[src/irq_enable_params.svh]
// Notes on behaviour
// - Register at 0x71B: bits 7..4 logic cells 4..1, bits 2..0 timer gates 5,3,1.
// - Register at 0x71C: bits 4..0 capture/compare units 5..1, rest read zero.
// - Register at 0x71D: bit5 memory ctrl, bit4 osc generator, bits 2..0 waveform gens.
// - Register at 0x71E: measurement timers 2 and 1 pulse, period, overflow enables.
// - An enable bit of one enables its source, zero disables it.
// - No peripheral interrupt takes effect unless the shared peripheral gate is set.
`ifndef IRQ_ENABLE_PARAMS_SVH
`define IRQ_ENABLE_PARAMS_SVH

// ****************************************************************
// Register offsets
// ****************************************************************
`define LOGIC_TIMER_EN_OFFSET 12'h71b
`define CAPCOMP_EN_OFFSET     12'h71c
`define MEM_OSC_WAVE_EN_OFFSET 12'h71d
`define MEAS_TIMER_EN_OFFSET  12'h71e
`define CORE_IRQ_CTRL_OFFSET  12'h71f

// ****************************************************************
// Implemented bit masks and reset values
// ****************************************************************
`define LOGIC_TIMER_EN_MASK   8'hf7
`define CAPCOMP_EN_MASK       8'h1f
`define MEM_OSC_WAVE_EN_MASK  8'h37
`define MEAS_TIMER_EN_MASK    8'h3f
`define CORE_IRQ_CTRL_MASK    8'h40
`define PERIPH_GATE_BIT       6
`define ENABLE_RESET          8'h00

`endif

[src/irq_enable_pkg.sv]
`default_nettype none
package irq_enable_pkg;
  // Register selected by a bus address
  typedef enum logic [2:0] {
    SEL_NONE,
    SEL_LOGIC_TIMER,
    SEL_CAPCOMP,
    SEL_MEM_OSC_WAVE,
    SEL_MEAS_TIMER,
    SEL_CORE_CTRL
  } reg_sel_t;
endpackage
`default_nettype wire

[src/irq_gate_if.sv]
`timescale 1ns/1ps
`default_nettype none
// Enables, pending flags and gate travelling to the request combiner
interface irq_gate_if;
  logic [31:0] enables;
  logic [31:0] pending;
  logic        gate;
  logic        request;
  modport bank (output enables, output pending, output gate, input request);
  modport comb (input enables, input pending, input gate, output request);
endinterface
`default_nettype wire

[src/irq_request_comb.sv]
`timescale 1ns/1ps
`default_nettype none
`include "irq_enable_params.svh"
module irq_request_comb (
  input  wire logic  sys_clk,
  input  wire logic  rst_n,
  irq_gate_if.comb   gif
);
  // ****************************************************************
  // Gated request
  // ****************************************************************
  // Registered so the core sees a clean level
  logic request_reg;
  logic request_next;
  wire  any_enabled = |(gif.enables & gif.pending);
  assign request_next = gif.gate & any_enabled;

  always_ff @(posedge sys_clk) begin
    if (!rst_n) request_reg <= 1'b0;
    else request_reg <= request_next;
  end
  assign gif.request = request_reg;

  AST_GATE_BLOCKS: assert property (@(posedge sys_clk) disable iff (!rst_n)
    !gif.gate |=> !request_reg) else $error("Request with gate clear");
  AST_REQ_CAUSE: assert property (@(posedge sys_clk) disable iff (!rst_n)
    request_reg |-> $past(gif.gate) && ($past(gif.enables & gif.pending) != 32'h0))
    else $error("Request without cause");
  AST_REQ_RISE: assert property (@(posedge sys_clk) disable iff (!rst_n)
    gif.gate && any_enabled |=> request_reg) else $error("Enabled pending source not requested");
  COV_REQ: cover property (@(posedge sys_clk) disable iff (!rst_n) $rose(request_reg));
endmodule
`default_nettype wire

[src/peripheral_irq_enable_bank.sv]
// Implementation choice: strobed register access.
`timescale 1ns/1ps
`default_nettype none
`include "irq_enable_params.svh"
module peripheral_irq_enable_bank (
  input  wire logic        sys_clk,
  input  wire logic        rst_n,
  input  wire logic [11:0] reg_addr,
  input  wire logic [7:0]  reg_wdata,
  input  wire logic        reg_wr,
  input  wire logic        reg_rd,
  output logic      [7:0]  reg_rdata,
  input  wire logic [7:0]  logic_timer_pending,
  input  wire logic [7:0]  capcomp_pending,
  input  wire logic [7:0]  mem_osc_wave_pending,
  input  wire logic [7:0]  meas_timer_pending,
  output logic             periph_irq_req
);
  // ****************************************************************
  // Registers
  // ****************************************************************
  // Enable banks, one byte each; only implemented bits are ever stored
  logic [7:0]               logic_timer_reg;
  logic [7:0]               capcomp_reg;
  logic [7:0]               mem_osc_wave_reg;
  logic [7:0]               meas_timer_reg;
  logic [7:0]               core_ctrl_reg;
  logic [7:0]               logic_timer_next;
  logic [7:0]               capcomp_next;
  logic [7:0]               mem_osc_wave_next;
  logic [7:0]               meas_timer_next;
  logic [7:0]               core_ctrl_next;
  logic [7:0]               rdata_reg;
  logic [7:0]               rdata_next;
  irq_enable_pkg::reg_sel_t sel;

  // Address decode
  function automatic irq_enable_pkg::reg_sel_t decode(input logic [11:0] a);
    unique case (a)
      `LOGIC_TIMER_EN_OFFSET:  decode = irq_enable_pkg::SEL_LOGIC_TIMER;
      `CAPCOMP_EN_OFFSET:      decode = irq_enable_pkg::SEL_CAPCOMP;
      `MEM_OSC_WAVE_EN_OFFSET: decode = irq_enable_pkg::SEL_MEM_OSC_WAVE;
      `MEAS_TIMER_EN_OFFSET:   decode = irq_enable_pkg::SEL_MEAS_TIMER;
      `CORE_IRQ_CTRL_OFFSET:   decode = irq_enable_pkg::SEL_CORE_CTRL;
      default:                 decode = irq_enable_pkg::SEL_NONE;
    endcase
  endfunction
  assign sel = decode(reg_addr);

  // ****************************************************************
  // Write and read decode
  // ****************************************************************
  // One strobe per register; an unmapped address raises none of them
  wire wr_lt = reg_wr && sel == irq_enable_pkg::SEL_LOGIC_TIMER;
  wire wr_cc = reg_wr && sel == irq_enable_pkg::SEL_CAPCOMP;
  wire wr_mw = reg_wr && sel == irq_enable_pkg::SEL_MEM_OSC_WAVE;
  wire wr_mt = reg_wr && sel == irq_enable_pkg::SEL_MEAS_TIMER;
  wire wr_cr = reg_wr && sel == irq_enable_pkg::SEL_CORE_CTRL;

  // Read strobes per register, watched by the read checks below
  wire rd_lt   = reg_rd && sel == irq_enable_pkg::SEL_LOGIC_TIMER;
  wire rd_cc   = reg_rd && sel == irq_enable_pkg::SEL_CAPCOMP;
  wire rd_mw   = reg_rd && sel == irq_enable_pkg::SEL_MEM_OSC_WAVE;
  wire rd_mt   = reg_rd && sel == irq_enable_pkg::SEL_MEAS_TIMER;
  wire rd_cr   = reg_rd && sel == irq_enable_pkg::SEL_CORE_CTRL;
  wire rd_none = reg_rd && sel == irq_enable_pkg::SEL_NONE;

  // ****************************************************************
  // Register update
  // ****************************************************************
  // Masking at write time keeps unimplemented bits zero without read muxing
  assign logic_timer_next  = wr_lt ? (reg_wdata & `LOGIC_TIMER_EN_MASK) : logic_timer_reg;
  assign capcomp_next      = wr_cc ? (reg_wdata & `CAPCOMP_EN_MASK) : capcomp_reg;
  assign mem_osc_wave_next = wr_mw ? (reg_wdata & `MEM_OSC_WAVE_EN_MASK) : mem_osc_wave_reg;
  assign meas_timer_next   = wr_mt ? (reg_wdata & `MEAS_TIMER_EN_MASK) : meas_timer_reg;
  assign core_ctrl_next    = wr_cr ? (reg_wdata & `CORE_IRQ_CTRL_MASK) : core_ctrl_reg;

  // Unimplemented bits are never stored, so they always read zero
  always_ff @(posedge sys_clk) begin
    if (!rst_n) begin
      logic_timer_reg  <= `ENABLE_RESET;
      capcomp_reg      <= `ENABLE_RESET;
      mem_osc_wave_reg <= `ENABLE_RESET;
      meas_timer_reg   <= `ENABLE_RESET;
      core_ctrl_reg    <= `ENABLE_RESET;
    end else begin
      logic_timer_reg  <= logic_timer_next;
      capcomp_reg      <= capcomp_next;
      mem_osc_wave_reg <= mem_osc_wave_next;
      meas_timer_reg   <= meas_timer_next;
      core_ctrl_reg    <= core_ctrl_next;
    end
  end

  // ****************************************************************
  // Read path
  // ****************************************************************
  // Unmapped addresses read zero; data valid only the cycle after strobe
  always_comb begin
    rdata_next = 8'h00;
    if (reg_rd) begin
      unique case (sel)
        irq_enable_pkg::SEL_LOGIC_TIMER:  rdata_next = logic_timer_reg;
        irq_enable_pkg::SEL_CAPCOMP:      rdata_next = capcomp_reg;
        irq_enable_pkg::SEL_MEM_OSC_WAVE: rdata_next = mem_osc_wave_reg;
        irq_enable_pkg::SEL_MEAS_TIMER:   rdata_next = meas_timer_reg;
        irq_enable_pkg::SEL_CORE_CTRL:    rdata_next = core_ctrl_reg;
        irq_enable_pkg::SEL_NONE:         rdata_next = 8'h00;
      endcase
    end
  end
  always_ff @(posedge sys_clk) begin
    if (!rst_n) rdata_reg <= 8'h00;
    else rdata_reg <= rdata_next;
  end
  assign reg_rdata = rdata_reg;

  // ****************************************************************
  // Request combining
  // ****************************************************************
  irq_gate_if gif ();
  assign gif.enables = {meas_timer_reg, mem_osc_wave_reg, capcomp_reg, logic_timer_reg};
  assign gif.pending = {meas_timer_pending, mem_osc_wave_pending,
                        capcomp_pending, logic_timer_pending};
  assign gif.gate    = core_ctrl_reg[`PERIPH_GATE_BIT];
  irq_request_comb u_comb (
    .sys_clk (sys_clk),
    .rst_n   (rst_n),
    .gif     (gif.comb)
  );
  assign periph_irq_req = gif.request;

  // ****************************************************************
  // Checks
  // ****************************************************************
  AST_LT_MASK: assert property (@(posedge sys_clk) disable iff (!rst_n)
    wr_lt |=> logic_timer_reg == $past(reg_wdata & `LOGIC_TIMER_EN_MASK))
    else $error("Logic/timer enable write wrong");
  // Capture/compare write keeps only the five unit enables
  AST_CC_MASK: assert property (@(posedge sys_clk) disable iff (!rst_n)
    wr_cc |=> capcomp_reg == $past(reg_wdata & `CAPCOMP_EN_MASK))
    else $error("Capture enable write wrong");
  AST_MW_MASK: assert property (@(posedge sys_clk) disable iff (!rst_n)
    wr_mw |=> mem_osc_wave_reg == $past(reg_wdata & `MEM_OSC_WAVE_EN_MASK))
    else $error("Memory/osc/wave enable write wrong");
  AST_MT_MASK: assert property (@(posedge sys_clk) disable iff (!rst_n)
    wr_mt |=> meas_timer_reg == $past(reg_wdata & `MEAS_TIMER_EN_MASK))
    else $error("Measurement enable write wrong");
  AST_READ: assert property (@(posedge sys_clk) disable iff (!rst_n)
    reg_rd && sel == irq_enable_pkg::SEL_LOGIC_TIMER && !reg_wr |=> reg_rdata == $past(logic_timer_reg))
    else $error("Read data mismatch");
  AST_NO_READ: assert property (@(posedge sys_clk) disable iff (!rst_n)
    !reg_rd |=> reg_rdata == 8'h00) else $error("Read data without strobe");

  // ****************************************************************
  // Further register checks
  // ****************************************************************
  // Gate control write keeps only the gate bit
  AST_CORE_MASK: assert property (@(posedge sys_clk) disable iff (!rst_n)
    wr_cr |=> core_ctrl_reg == $past(reg_wdata & `CORE_IRQ_CTRL_MASK))
    else $error("Gate control write wrong");

  // A register holds its value when its own strobe is low
  AST_LT_HOLD: assert property (@(posedge sys_clk) disable iff (!rst_n)
    !wr_lt |=> $stable(logic_timer_reg))
    else $error("Logic/timer enables changed without write");
  AST_CC_HOLD: assert property (@(posedge sys_clk) disable iff (!rst_n)
    !wr_cc |=> $stable(capcomp_reg))
    else $error("Capture enables changed without write");
  AST_MW_HOLD: assert property (@(posedge sys_clk) disable iff (!rst_n)
    !wr_mw |=> $stable(mem_osc_wave_reg))
    else $error("Memory/osc/wave enables changed without write");
  AST_MT_HOLD: assert property (@(posedge sys_clk) disable iff (!rst_n)
    !wr_mt |=> $stable(meas_timer_reg))
    else $error("Measurement enables changed without write");

  // Each register reads back in the cycle after its strobe
  AST_READ_CC: assert property (@(posedge sys_clk) disable iff (!rst_n)
    rd_cc |=> reg_rdata == $past(capcomp_reg))
    else $error("Capture enable read mismatch");
  AST_READ_MW: assert property (@(posedge sys_clk) disable iff (!rst_n)
    rd_mw |=> reg_rdata == $past(mem_osc_wave_reg))
    else $error("Memory/osc/wave enable read mismatch");
  AST_READ_MT: assert property (@(posedge sys_clk) disable iff (!rst_n)
    rd_mt |=> reg_rdata == $past(meas_timer_reg))
    else $error("Measurement enable read mismatch");
  AST_READ_CORE: assert property (@(posedge sys_clk) disable iff (!rst_n)
    rd_cr |=> reg_rdata == $past(core_ctrl_reg))
    else $error("Gate control read mismatch");

  // Unmapped addresses read zero, so software sees no phantom bank
  AST_READ_NONE: assert property (@(posedge sys_clk) disable iff (!rst_n)
    rd_none |=> reg_rdata == 8'h00)
    else $error("Unmapped address read nonzero");

  // The read strobe for the first bank is decoded as intended
  AST_READ_LT: assert property (@(posedge sys_clk) disable iff (!rst_n)
    rd_lt |=> reg_rdata == $past(logic_timer_reg))
    else $error("Logic/timer enable read mismatch");

  // ****************************************************************
  // Request checks at the top output
  // ****************************************************************
  // A live enabled source behind an open gate raises the request
  AST_REQ_LT: assert property (@(posedge sys_clk) disable iff (!rst_n)
    gif.gate && (logic_timer_reg & logic_timer_pending) != 8'h00 |=> periph_irq_req)
    else $error("Enabled logic/timer source not requested");

  // Without gate or without an enabled pending source the line stays low
  AST_REQ_QUIET: assert property (@(posedge sys_clk) disable iff (!rst_n)
    !gif.gate || (gif.enables & gif.pending) == 32'h0 |=> !periph_irq_req)
    else $error("Request raised without cause");

  // ****************************************************************
  // Coverage of the main scenarios
  // ****************************************************************
  COV_WRITE_CC: cover property (@(posedge sys_clk) disable iff (!rst_n) wr_cc);
  COV_GATE_ON: cover property (@(posedge sys_clk) disable iff (!rst_n) $rose(gif.gate));
  COV_READ_MT: cover property (@(posedge sys_clk) disable iff (!rst_n)
    reg_rd && sel == irq_enable_pkg::SEL_MEAS_TIMER);
  // Gate open with an enabled capture/compare source pending
  COV_REQ_CC: cover property (@(posedge sys_clk) disable iff (!rst_n)
    gif.gate && (capcomp_reg & capcomp_pending) != 8'h00);
endmodule
`default_nettype wire

[config.mk]
export PLATFORM = sky130hd
export DESIGN_NAME = peripheral_irq_enable_bank
export DESIGN_NICKNAME = d
export VERILOG_FILES = /design/src/irq_enable_pkg.sv /design/src/irq_gate_if.sv /design/src/irq_request_comb.sv /design/src/peripheral_irq_enable_bank.sv
export VERILOG_INCLUDE_DIRS = /design/src
export SDC_FILE = /design/constraint.sdc
export NUM_CORES = 1
export LEC_CHECK = 0
export BUFFER_PORTS_ARGS = -buffer_cell sky130_fd_sc_hd__buf_2
export CAP_MARGIN = 25
export CORE_ASPECT_RATIO = 1.2
export CORE_UTILIZATION = 46
export DETAILED_ROUTE_END_ITERATION = 12
export GPL_ROUTABILITY_DRIVEN = 0
export GPL_TIMING_DRIVEN = 0
export PLACE_DENSITY = 0.9
export SYNTH_ARGS = -nofsm -noshare
export SYNTH_HDL_FRONTEND = slang
export SYNTH_SLANG_ARGS = --single-unit
[constraint.sdc]
create_clock -name sys_clk -period 2.1 [get_ports sys_clk]
set_clock_uncertainty 0.2 [all_clocks]
set_input_delay 0.525 -clock sys_clk [delete_from_list [all_inputs] [get_ports sys_clk]]
set_output_delay 0.525 -clock sys_clk [all_outputs]
set_load 0.005 [all_outputs]
==> metrics.yaml, run 1 <==
critical_path_arrival_ns: 1.95
grt_usage_pct: 24.37
dp_hpwl_mm: 2.775
syn_area_mm2: 0.001496
finalWirelength_mm: 3.806
cp.required_ns: 2.19
drive_above_1_share_pct: 31.80
wl_per_cell_um: 15.04
start_kind: "input pin"
synthesis.area_per_instance_um2: 9.531
cts.clk_slew.worst_paths_ns: 0.11
rows: 22
final_hold_viol_count: 0
ant_nets: 0
synthToLayoutAreaGrowth_pct: 26.09
yosys_register_bits: 33
diodes: 0
slew_viol_final: 0
critPathSlowestCell: "nor3_1"
clk_latency_ns: 0.35
max_stage_delay_ns: 0.52
grt_antenna_before_repair: 0
layout_common_cells: "buf_2 (53), nand2_1 (34), dfxtp_1 (33)"
slew_headroom_pct: 59.24
stdcell_count: 253
cp_cell_sequence: "buf_2, nor4b_4, nand3_1, nor3_1, a22o_1"
start_util_pct: 48.54
crit_type: "in -> reg"
endpoint_kind: "flop"
ctsHoldBuffers: 0
hp-class: "in -> reg"
clockRootBuffer: "clkbuf_4"
cts_sinks: 33
cts_resized: 0
seq_area_frac_synth_pct: 44.15
status: "completed"
powerDensity_mw_per_mm2: 647.9
grt_pass1_vias: 1325
largest_reg_flops: 8
power_mw: 1.222
period_needed_ns: 1.862
numCtsBuffers: 5
multi_input_comb_area_um2: 767.0
worst_pin_slew_ns: 0.6067
crit_fanout: 6
io_pins: 65
post-place-cells: 245
p_leak_nw: 0.8442
port_buffers: 52
dr.pass1.iters: 4
coreArea_mm2: 0.003083
synth_cell_types: 30
nNetsFinal: 272
fillers: 289
yosysWarnings: 0
path_buf_inv: 1
die_height_um: 64.48
cts_htree_levels: 2
cpLargestDelayFamily: "simple AND/OR/NAND/NOR gates"
regArea_um2: 660.6
ir_drop_mv: 0.3885
die_w_um: 54.07
fmax_ghz: 0.5371
via_per_inst: 5.494
remaining_drc_errors: 0
cap_violations: 0
gr-total-overflow: 0
num_vias: 1390
drt-initial-drc-count: 72
syn_inst: 157
setup_violations: 0
cts.path.max_buffers: 2
rsz0062_at_grt: "no"
grt_max_degree: 11
grt_pass1_wl_mm: 5.982
synth_nets: 213
fin_crit_sh_pct: 88.66
cts_tree: "yes"
die-area_mm2: 0.003486
final_common_cell: "buf_2"
fin_setup_tns_ns: 0
post_cts_buffers: 0
## tightest hold or removal path, stage by stage
cell,delay [ns]
buf_2,0.10
nand2_1,0.05
mux2i_1,0.05
## metal layers
| layer | GRT usage [%] | share of wire, % |
|---|---|---|
| met5 | 0 | 0 |
| met4 | 13.46 | 3.3 |
| met3 | 6.338 | 6.3 |
| met2 | 41.05 | 50 |
| met1 | 26.67 | 40 |
## path summary, 6_finish.rpt
kind              slack, ns                 end              start  cells past startpoint
setup / recovery       0.24        reg_rdata[1]        reg_addr[5]                      5
hold / removal         0.21  logic_timer_reg[7]       reg_wdata[7]                      3
setup reg to reg       0.65  u_comb.gif.request  meas_timer_reg[2]                      4
hold reg to reg        0.28  u_comb.gif.request   core_ctrl_reg[6]                      2
## cell usage after synthesis
cell type | instances | area [um^2]
a22oi_1 | 10 | 75.07
nor4_1 | 2 | 12.51
a222oi_1 | 1 | 10.01
or3_1 | 1 | 6.260
nor3b_2 | 1 | 12.51
buf_6 | 2 | 22.52
clkbuf_8 | 1 | 13.76
buf_2 | 1 | 5.000
nand2_2 | 1 | 6.260
nand4_1 | 2 | 12.51
o21ai_0 | 10 | 50.05
and3b_1 | 2 | 17.52
nor4_4 | 1 | 21.27
nor2b_1 | 2 | 12.51
inv_1 | 1 | 3.750
nor2_1 | 2 | 7.510
nand3_1 | 8 | 40.04
clkbuf_1 | 2 | 7.510
and3_1 | 2 | 12.51
a22o_1 | 6 | 52.55
mux2i_1 | 23 | 230.2
a21oi_1 | 1 | 5.000
buf_4 | 1 | 7.510
nor3_1 | 3 | 15.01
and2_1 | 1 | 6.260
nand2_1 | 34 | 127.6
dfxtp_1 | 33 | 660.6
and4_2 | 1 | 10.01
dlygate4sd1_1 | 1 | 8.760
nor4b_4 | 1 | 23.77
## layout make-up
cell class | instances | area share (%)
multi-input combinational | 115 | 40.65
sequential | 33 | 35.01
timing repair buffer | 52 | 13.79
buffer | 8 | 3.448
clock buffer | 7 | 2.918
tap | 36 | 2.387
clock inverter | 1 | 1.592
inverter | 1 | 0.1989
## power breakdown
| part | switching [mW] | internal, mW |
|---|---|---|
| clock | 0.222 | 0.284 |
| sequential | 0.0000410 | 0.625 |
| combinational | 0.0454 | 0.0450 |
## cell families after synthesis
| logic type | count (synthesis) | synth area share [%] |
|---|---|---|
| AND/OR/NAND/NOR | 64 | 22.99 |
| flip-flops | 33 | 44.15 |
| AO/OA/AOI/OAI | 28 | 12.88 |
| multiplexers | 23 | 15.38 |
| buffers and inverters | 9 | 4.598 |
## stage by stage
step                hold slack, ns  cell area [um^2]  util, %  setup slack (ns)
floorplan                   0.2336              1496        -            0.2062
global placement            0.2568              1802    58.44          -0.09827
detailed placement          0.2713              1802    58.44           -0.1238
CTS                         0.2129              1887    61.20            0.2166
global route                0.2157              1887    61.20            0.1449
finish                      0.2137              1887    61.20            0.2382
Power figures use the tool's default switching activity.
==> inputs of run 2 (changes only) <==
--- a/config.mk
+++ b/config.mk
@@ -8,12 +8,11 @@
 export LEC_CHECK = 0
 export BUFFER_PORTS_ARGS = -buffer_cell sky130_fd_sc_hd__buf_2
 export CAP_MARGIN = 25
-export CORE_ASPECT_RATIO = 1.2
-export CORE_UTILIZATION = 46
+export CORE_UTILIZATION = 42
 export DETAILED_ROUTE_END_ITERATION = 12
 export GPL_ROUTABILITY_DRIVEN = 0
 export GPL_TIMING_DRIVEN = 0
-export PLACE_DENSITY = 0.9
+export PLACE_DENSITY = 0.87
 export SYNTH_ARGS = -nofsm -noshare
 export SYNTH_HDL_FRONTEND = slang
 export SYNTH_SLANG_ARGS = --single-unit
==> constraint.sdc (replaced) <==
create_clock -name sys_clk -period 1.7 [get_ports sys_clk]
set_clock_uncertainty 0.2 [all_clocks]
set_input_delay 0.425 -clock sys_clk [delete_from_list [all_inputs] [get_ports sys_clk]]
set_output_delay 0.425 -clock sys_clk [all_outputs]
set_load 0.005 [all_outputs]
==> metrics.yaml, run 2 (same netlist as run 1, synthesis figures left out) <==
largest_reg_flops: 8  # unchanged
slew_viol_final: 0  # unchanged
clk_latency_ns: 0.33  # -0.02 ns
gr-total-overflow: 0  # unchanged
drive_above_1_share_pct: 32.11  # +0.31 points
postPlaceCellArea_mm2: 0.001814  # +0.69%
p_leak_nw: 0.8508  # +0.78%
fin_setup_tns_ns: 0  # unchanged
num_vias: 1395  # +0.36%
hp-class: "in -> reg"
cp_cell_sequence: "buf_6, nor4b_4, nand2_2, or3_4, mux2i_1"
r2r-start: "mem_osc_wave_reg[0]"
remaining_drc_errors: 0  # unchanged
grt_max_degree: 11  # unchanged
rsz0062_at_grt: "yes"
post-place-cells: 255  # +4.1%
cts_sinks: 33  # unchanged
hold_start: "reg_wdata[7]"
die_height_um: 61.69  # -4.3%
cts.clk_slew.worst_paths_ns: 0.09  # -0.02 ns
crit_type: "in -> reg"
die-area_mm2: 0.003806  # +9.2%
final_common_cell: "buf_2"
cts_tree: "yes"
endpoint_kind: "flop"
ir_drop_mv: 0.3594  # -7.5%
ctsHoldBuffers: 0  # unchanged
period_needed_ns: 1.668
finish.utilization_pct: 56.36  # -4.8 points
grt_pass1_vias: 1275  # -3.8%
regArea_um2: 660.6  # unchanged
grt_antenna_before_repair: 0  # unchanged
fmax_ghz: 0.5994
grt_pass1_wl_mm: 5.768  # -3.6%
start_util_pct: 44.49  # -4.0 points
stdcell_count: 264  # +4.3%
worst_pin_slew_ns: 0.4278  # -0.1789 ns
layout_common_cells: "buf_2 (51), nand2_1 (34), dfxtp_1 (33)"
port_buffers: 52  # unchanged
die_w_um: 61.69  # +14%
grt_usage_pct: 21.60  # -2.8 points
cts_htree_levels: 2  # unchanged
via_per_inst: 5.284  # -3.8%
path_buf_inv: 1  # unchanged
powerDensity_mw_per_mm2: 685.1  # +5.7%
status: "completed"
finalWirelength_mm: 3.675  # -3.4%
drt-initial-drc-count: 100  # +39%
cpLargestDelayFamily: "simple AND/OR/NAND/NOR gates"
cts.path.max_buffers: 2  # unchanged
fillers: 323  # +12%
cp-startpoint: "reg_addr[6]"
fin_crit_sh_pct: 98.14
ant_nets: 0  # unchanged
cp.required_ns: 1.71  # -0.48 ns
synthToLayoutAreaGrowth_pct: 26.67
max_stage_delay_ns: 0.50  # -0.02 ns
numCtsBuffers: 5  # unchanged
dr.pass1.iters: 4  # unchanged
io_pins: 65  # unchanged
multi_input_comb_area_um2: 783.3  # +2.1%
wl_per_cell_um: 13.92  # -7.5%
crit_fanout: 7  # +1
slew_headroom_pct: 71.48  # +12 points
critPathSlowestCell: "or3_4"
start_kind: "input pin"
setup_violations: 0  # unchanged
post-place-ws_ns: -0.4415  # -0.3177 ns
setup_slack_ns: 0.03160  # -0.2066 ns
critical_path_arrival_ns: 1.68  # -0.27 ns
dp_hpwl_mm: 2.829  # +1.9%
rows: 21  # -4.5%
nNetsFinal: 273  # +0.37%
final_hold_viol_count: 0  # unchanged
cap_violations: 0  # unchanged
coreArea_mm2: 0.003363  # +9.1%
diodes: 0  # unchanged
fin_area_mm2: 0.001896  # +0.46%
clockRootBuffer: "clkbuf_4"
run 2: final cells by class:
type                       instances  area share (%)
buffer                             7           2.838
multi-input combinational        115           41.32
tap                               46           3.036
timing repair buffer              54           15.18
clock buffer                       8           2.574
sequential                        33           34.85
inverter                           1          0.1980
run 2: stage by stage:
| stage | total power, mW | hold WS, ns |
|---|---|---|
| after floorplan | 0.8367 | 0.2336 |
| after global placement | 0.9011 | 0.2607 |
| after detailed placement | 0.9032 | 0.2711 |
| after CTS | 1.302 | 0.1291 |
| after global routing | 1.358 | 0.1135 |
| final | 1.299 | 0.1324 |
run 2: metal layers:
metal | vias up | GRT usage (%) | wire, um
met5 | - | 0 | 0
met4 | 0 | 10.48 | 95
met3 | 11 | 7.660 | 231
met2 | 52 | 35.64 | 1796
met1 | 637 | 24.94 | 1553
li1 | 695 | - | -
run 2: final timing paths:
path	end	slack [ns]	depth (start not counted)
min	logic_timer_reg[7]	0.13	3
max reg2reg	u_comb.gif.request	0.22	4
min reg2reg	logic_timer_reg[1]	0.28	2
max	logic_timer_reg[0]	0.03	5
run 2: power by group:
group | internal, mW | switching (mW) | total [mW]
sequential | 0.772 | 0.0000489 | 0.772
combinational | 0.0588 | 0.0582 | 0.117
clock | 0.165 | 0.245 | 0.409
run 2: worst reg2reg max path: cells and delay by family, from the launching register on:
| kind | cells | cell delay [ns] |
|---|---|---|
| AND/OR/NAND/NOR | 3 | 0.46 |
| flip-flops | 1 | 0.34 |
| AO/OA/AOI/OAI | 1 | 0.37 |
run 2: what timing repair did:
action / 4_1_cts / 5_1_grt
endpoints found under the setup margin: 11 / 13
resized for setup: 2 / 3
pin swaps: 0 / 4
setup buffers: 0 / 2
==> inputs of run 3 (changes only) <==
--- a/config.mk
+++ b/config.mk
@@ -13,6 +13,7 @@
 export GPL_ROUTABILITY_DRIVEN = 0
 export GPL_TIMING_DRIVEN = 0
 export PLACE_DENSITY = 0.87
+export SKIP_CTS_REPAIR_TIMING = 1
 export SYNTH_ARGS = -nofsm -noshare
 export SYNTH_HDL_FRONTEND = slang
 export SYNTH_SLANG_ARGS = --single-unit
==> constraint.sdc (replaced) <==
create_clock -name sys_clk -period 1.43 [get_ports sys_clk]
set_clock_uncertainty 0.2 [all_clocks]
set_input_delay 0.3575 -clock sys_clk [delete_from_list [all_inputs] [get_ports sys_clk]]
set_output_delay 0.3575 -clock sys_clk [all_outputs]
set_load 0.005 [all_outputs]
==> metrics.yaml, run 3 (same netlist as run 1, synthesis figures left out) <==
dr.pass1.iters: 4  # unchanged
cpMostUsedCell: "buf_6"
clk_latency_ns: 0.33  # about the same
dp_hpwl_mm: 2.748  # -2.9%
multi_input_comb_area_um2: 828.3  # +5.8%
nNetsFinal: 276  # +1.1%
ant_nets: 0  # unchanged
finalWirelength_mm: 3.723  # +1.3%
port_buffers: 52  # unchanged
setup_slack_ns: -0.1072  # -0.1388 ns
die-area_mm2: 0.003806  # unchanged
p_int_mw: 1.223  # +23%
r2r-start: "meas_timer_reg[2]"
drt-initial-drc-count: 92  # -8.0%
powerDensity_mw_per_mm2: 791.7  # +16%
worstReg2RegEnd: "u_comb.gif.request"
worst_pin_slew_ns: 0.5437  # +0.1159 ns
power_mw: 1.581  # +22%
largest_reg_flops: 8  # unchanged
slew_headroom_pct: 63.75  # -7.7 points
synthToLayoutAreaGrowth_pct: 33.45
rsz0062_at_grt: "yes"
wl_per_cell_um: 14.00  # +0.54%
cts_sinks: 33  # unchanged
p_comb_share_pct: 9.3  # +0.3 points
final_common_cell: "buf_2"
num_vias: 1376  # -1.4%
numCtsBuffers: 5  # unchanged
diodes: 0  # unchanged
seq_power_share_pct: 58.1  # -1.4 points
cts.clk_slew.worst_paths_ns: 0.09  # about the same
layout_common_cells: "buf_2 (50), nand2_1 (33), dfxtp_1 (33)"
cts_tree: "yes"
cts.path.max_buffers: 2  # unchanged
grt_pass1_vias: 1305  # +2.4%
final_hold_viol_count: 0  # unchanged
remaining_drc_errors: 0  # unchanged
p_switching_mw: 0.3581  # +18%
pwr-share-clk_pct: 32.6  # +1.1 points
fillers: 296  # -8.4%
rows: 21  # unchanged
ir_drop_mv: 0.3885  # +8.1%
slew_viol_final: 0  # unchanged
switching_share_pct: 22.65  # -0.67 points
hold_start: "reg_wdata[7]"
p_leak_nw: 0.8899  # +4.6%
critPathSlowestCell: "or3_1"
gr-total-overflow: 0  # unchanged
post-place-ws_ns: -0.5617  # -0.1202 ns
max_stage_delay_ns: 0.35  # -0.15 ns
endpoint_kind: "flop"
r2r_slack_ns: 0.07  # -0.15 ns
failed_checks: "setup timing"
fin_crit_sh_pct: 107.5
grt_pass1_wl_mm: 5.878  # +1.9%
cp_cell_sequence: "buf_6, nor4b_4, nand2_2, or3_1, buf_6, mux2i_1"
hp-class: "in -> reg"
whs_path_depth: 3  # unchanged
io_pins: 65  # unchanged
crit_type: "in -> reg"
clockRootBuffer: "clkbuf_4"
setup_violations: 16  # +16
grt_antenna_before_repair: 0  # unchanged
reg2reg_depth: 4  # unchanged
cts_htree_levels: 2  # unchanged
cp.required_ns: 1.45  # -0.26 ns
critical_path_arrival_ns: 1.55  # -0.13 ns
fmax_ghz: 0.6505
start_util_pct: 44.49  # unchanged
grt_max_degree: 11  # unchanged
crit_fanout: 7  # unchanged
status: "finished, violations left"
via_per_inst: 5.173  # -2.1%
period_needed_ns: 1.537
coreArea_mm2: 0.003363  # unchanged
hold-path-endpoint: "logic_timer_reg[7]"
die_height_um: 61.69  # unchanged
regArea_um2: 660.6  # unchanged
cap_violations: 0  # unchanged
grt_usage_pct: 21.71  # +0.12 points
drive_above_1_share_pct: 37.27  # +5.2 points
start_kind: "input pin"
die_w_um: 61.69  # unchanged
==> run 3: changes by cell type in the layout (fill, tap and decap cells not counted), moves of 2 or more <==
cell,before,now
buf_6,3,7
clkbuf_1,5,2
clkbuf_8,1,3
nand3_1,8,3
nand3_2,0,4
o21ai_0,10,6
o21ai_1,0,4
==> run 3: cell type report <==
type                       count  share of cell area (%)
multi-input combinational    115                   41.48
sequential                    33                   33.08
timing repair buffer          56                   15.54
buffer                         8                   4.073
tap                           46                   2.882
clock buffer                   7                   2.757
inverter                       1                  0.1880
==> run 3: how the worst max path moves through the flow <==
stage                         endpoint  depth (start not counted)  slack (ns)        start
CTS                     capcomp_reg[3]                          5       -0.22  reg_addr[5]
global route            capcomp_reg[0]                          6       -0.18  reg_addr[6]
global placement        capcomp_reg[0]                          5       -0.54  reg_addr[5]
floorplan           logic_timer_reg[0]                          5       -0.30  reg_addr[5]
detailed placement      capcomp_reg[3]                          5       -0.56  reg_addr[5]
finish              logic_timer_reg[0]                          6       -0.11  reg_addr[6]
==> run 3: per-stage QoR <==
step	utilization (%)	instances	hold slack, ns	cell area, um^2	TNS (ns)
2_1_floorplan	-	157	0.2336	1536	-5.096
3_3_place_gp	55.13	255	0.2595	1854	-13.22
3_5_place_dp	55.13	255	0.2682	1854	-13.77
4_1_cts	56.77	262	0.05900	1909	-3.443
5_1_grt	59.38	266	0.06328	1997	-2.842
6_report	59.38	266	0.06671	1997	-1.133
==> run 3: critical path: cells and delay by family <==
kind / cells / cell delay, ns
buffers and inverters: 2 / 0.25
multiplexers: 1 / 0.11
AND/OR/NAND/NOR: 3 / 0.83
==> run 3: metal layers <==
layer | wire (um) | up-vias | part of all wire [%] | global-route usage [%]
met4 | 76 | 0 | 2.0 | 9.524
met3 | 220 | 10 | 5.9 | 5.797
met5 | 0 | - | 0 | 0
met1 | 1627 | 625 | 44 | 26.06
met2 | 1798 | 45 | 48 | 36.56
li1 | - | 696 | - | -
==> run 3: power by group through the flow <==
stage / Clock, mW / Sequential, mW / Combinational [mW]
after floorplan: 0 / 0.940 / 0.0581
after global placement: 0 / 0.940 / 0.136
after detailed placement: 0 / 0.940 / 0.138
after CTS: 0.529 / 0.918 / 0.138
after global routing: 0.573 / 0.919 / 0.162
final: 0.515 / 0.918 / 0.147
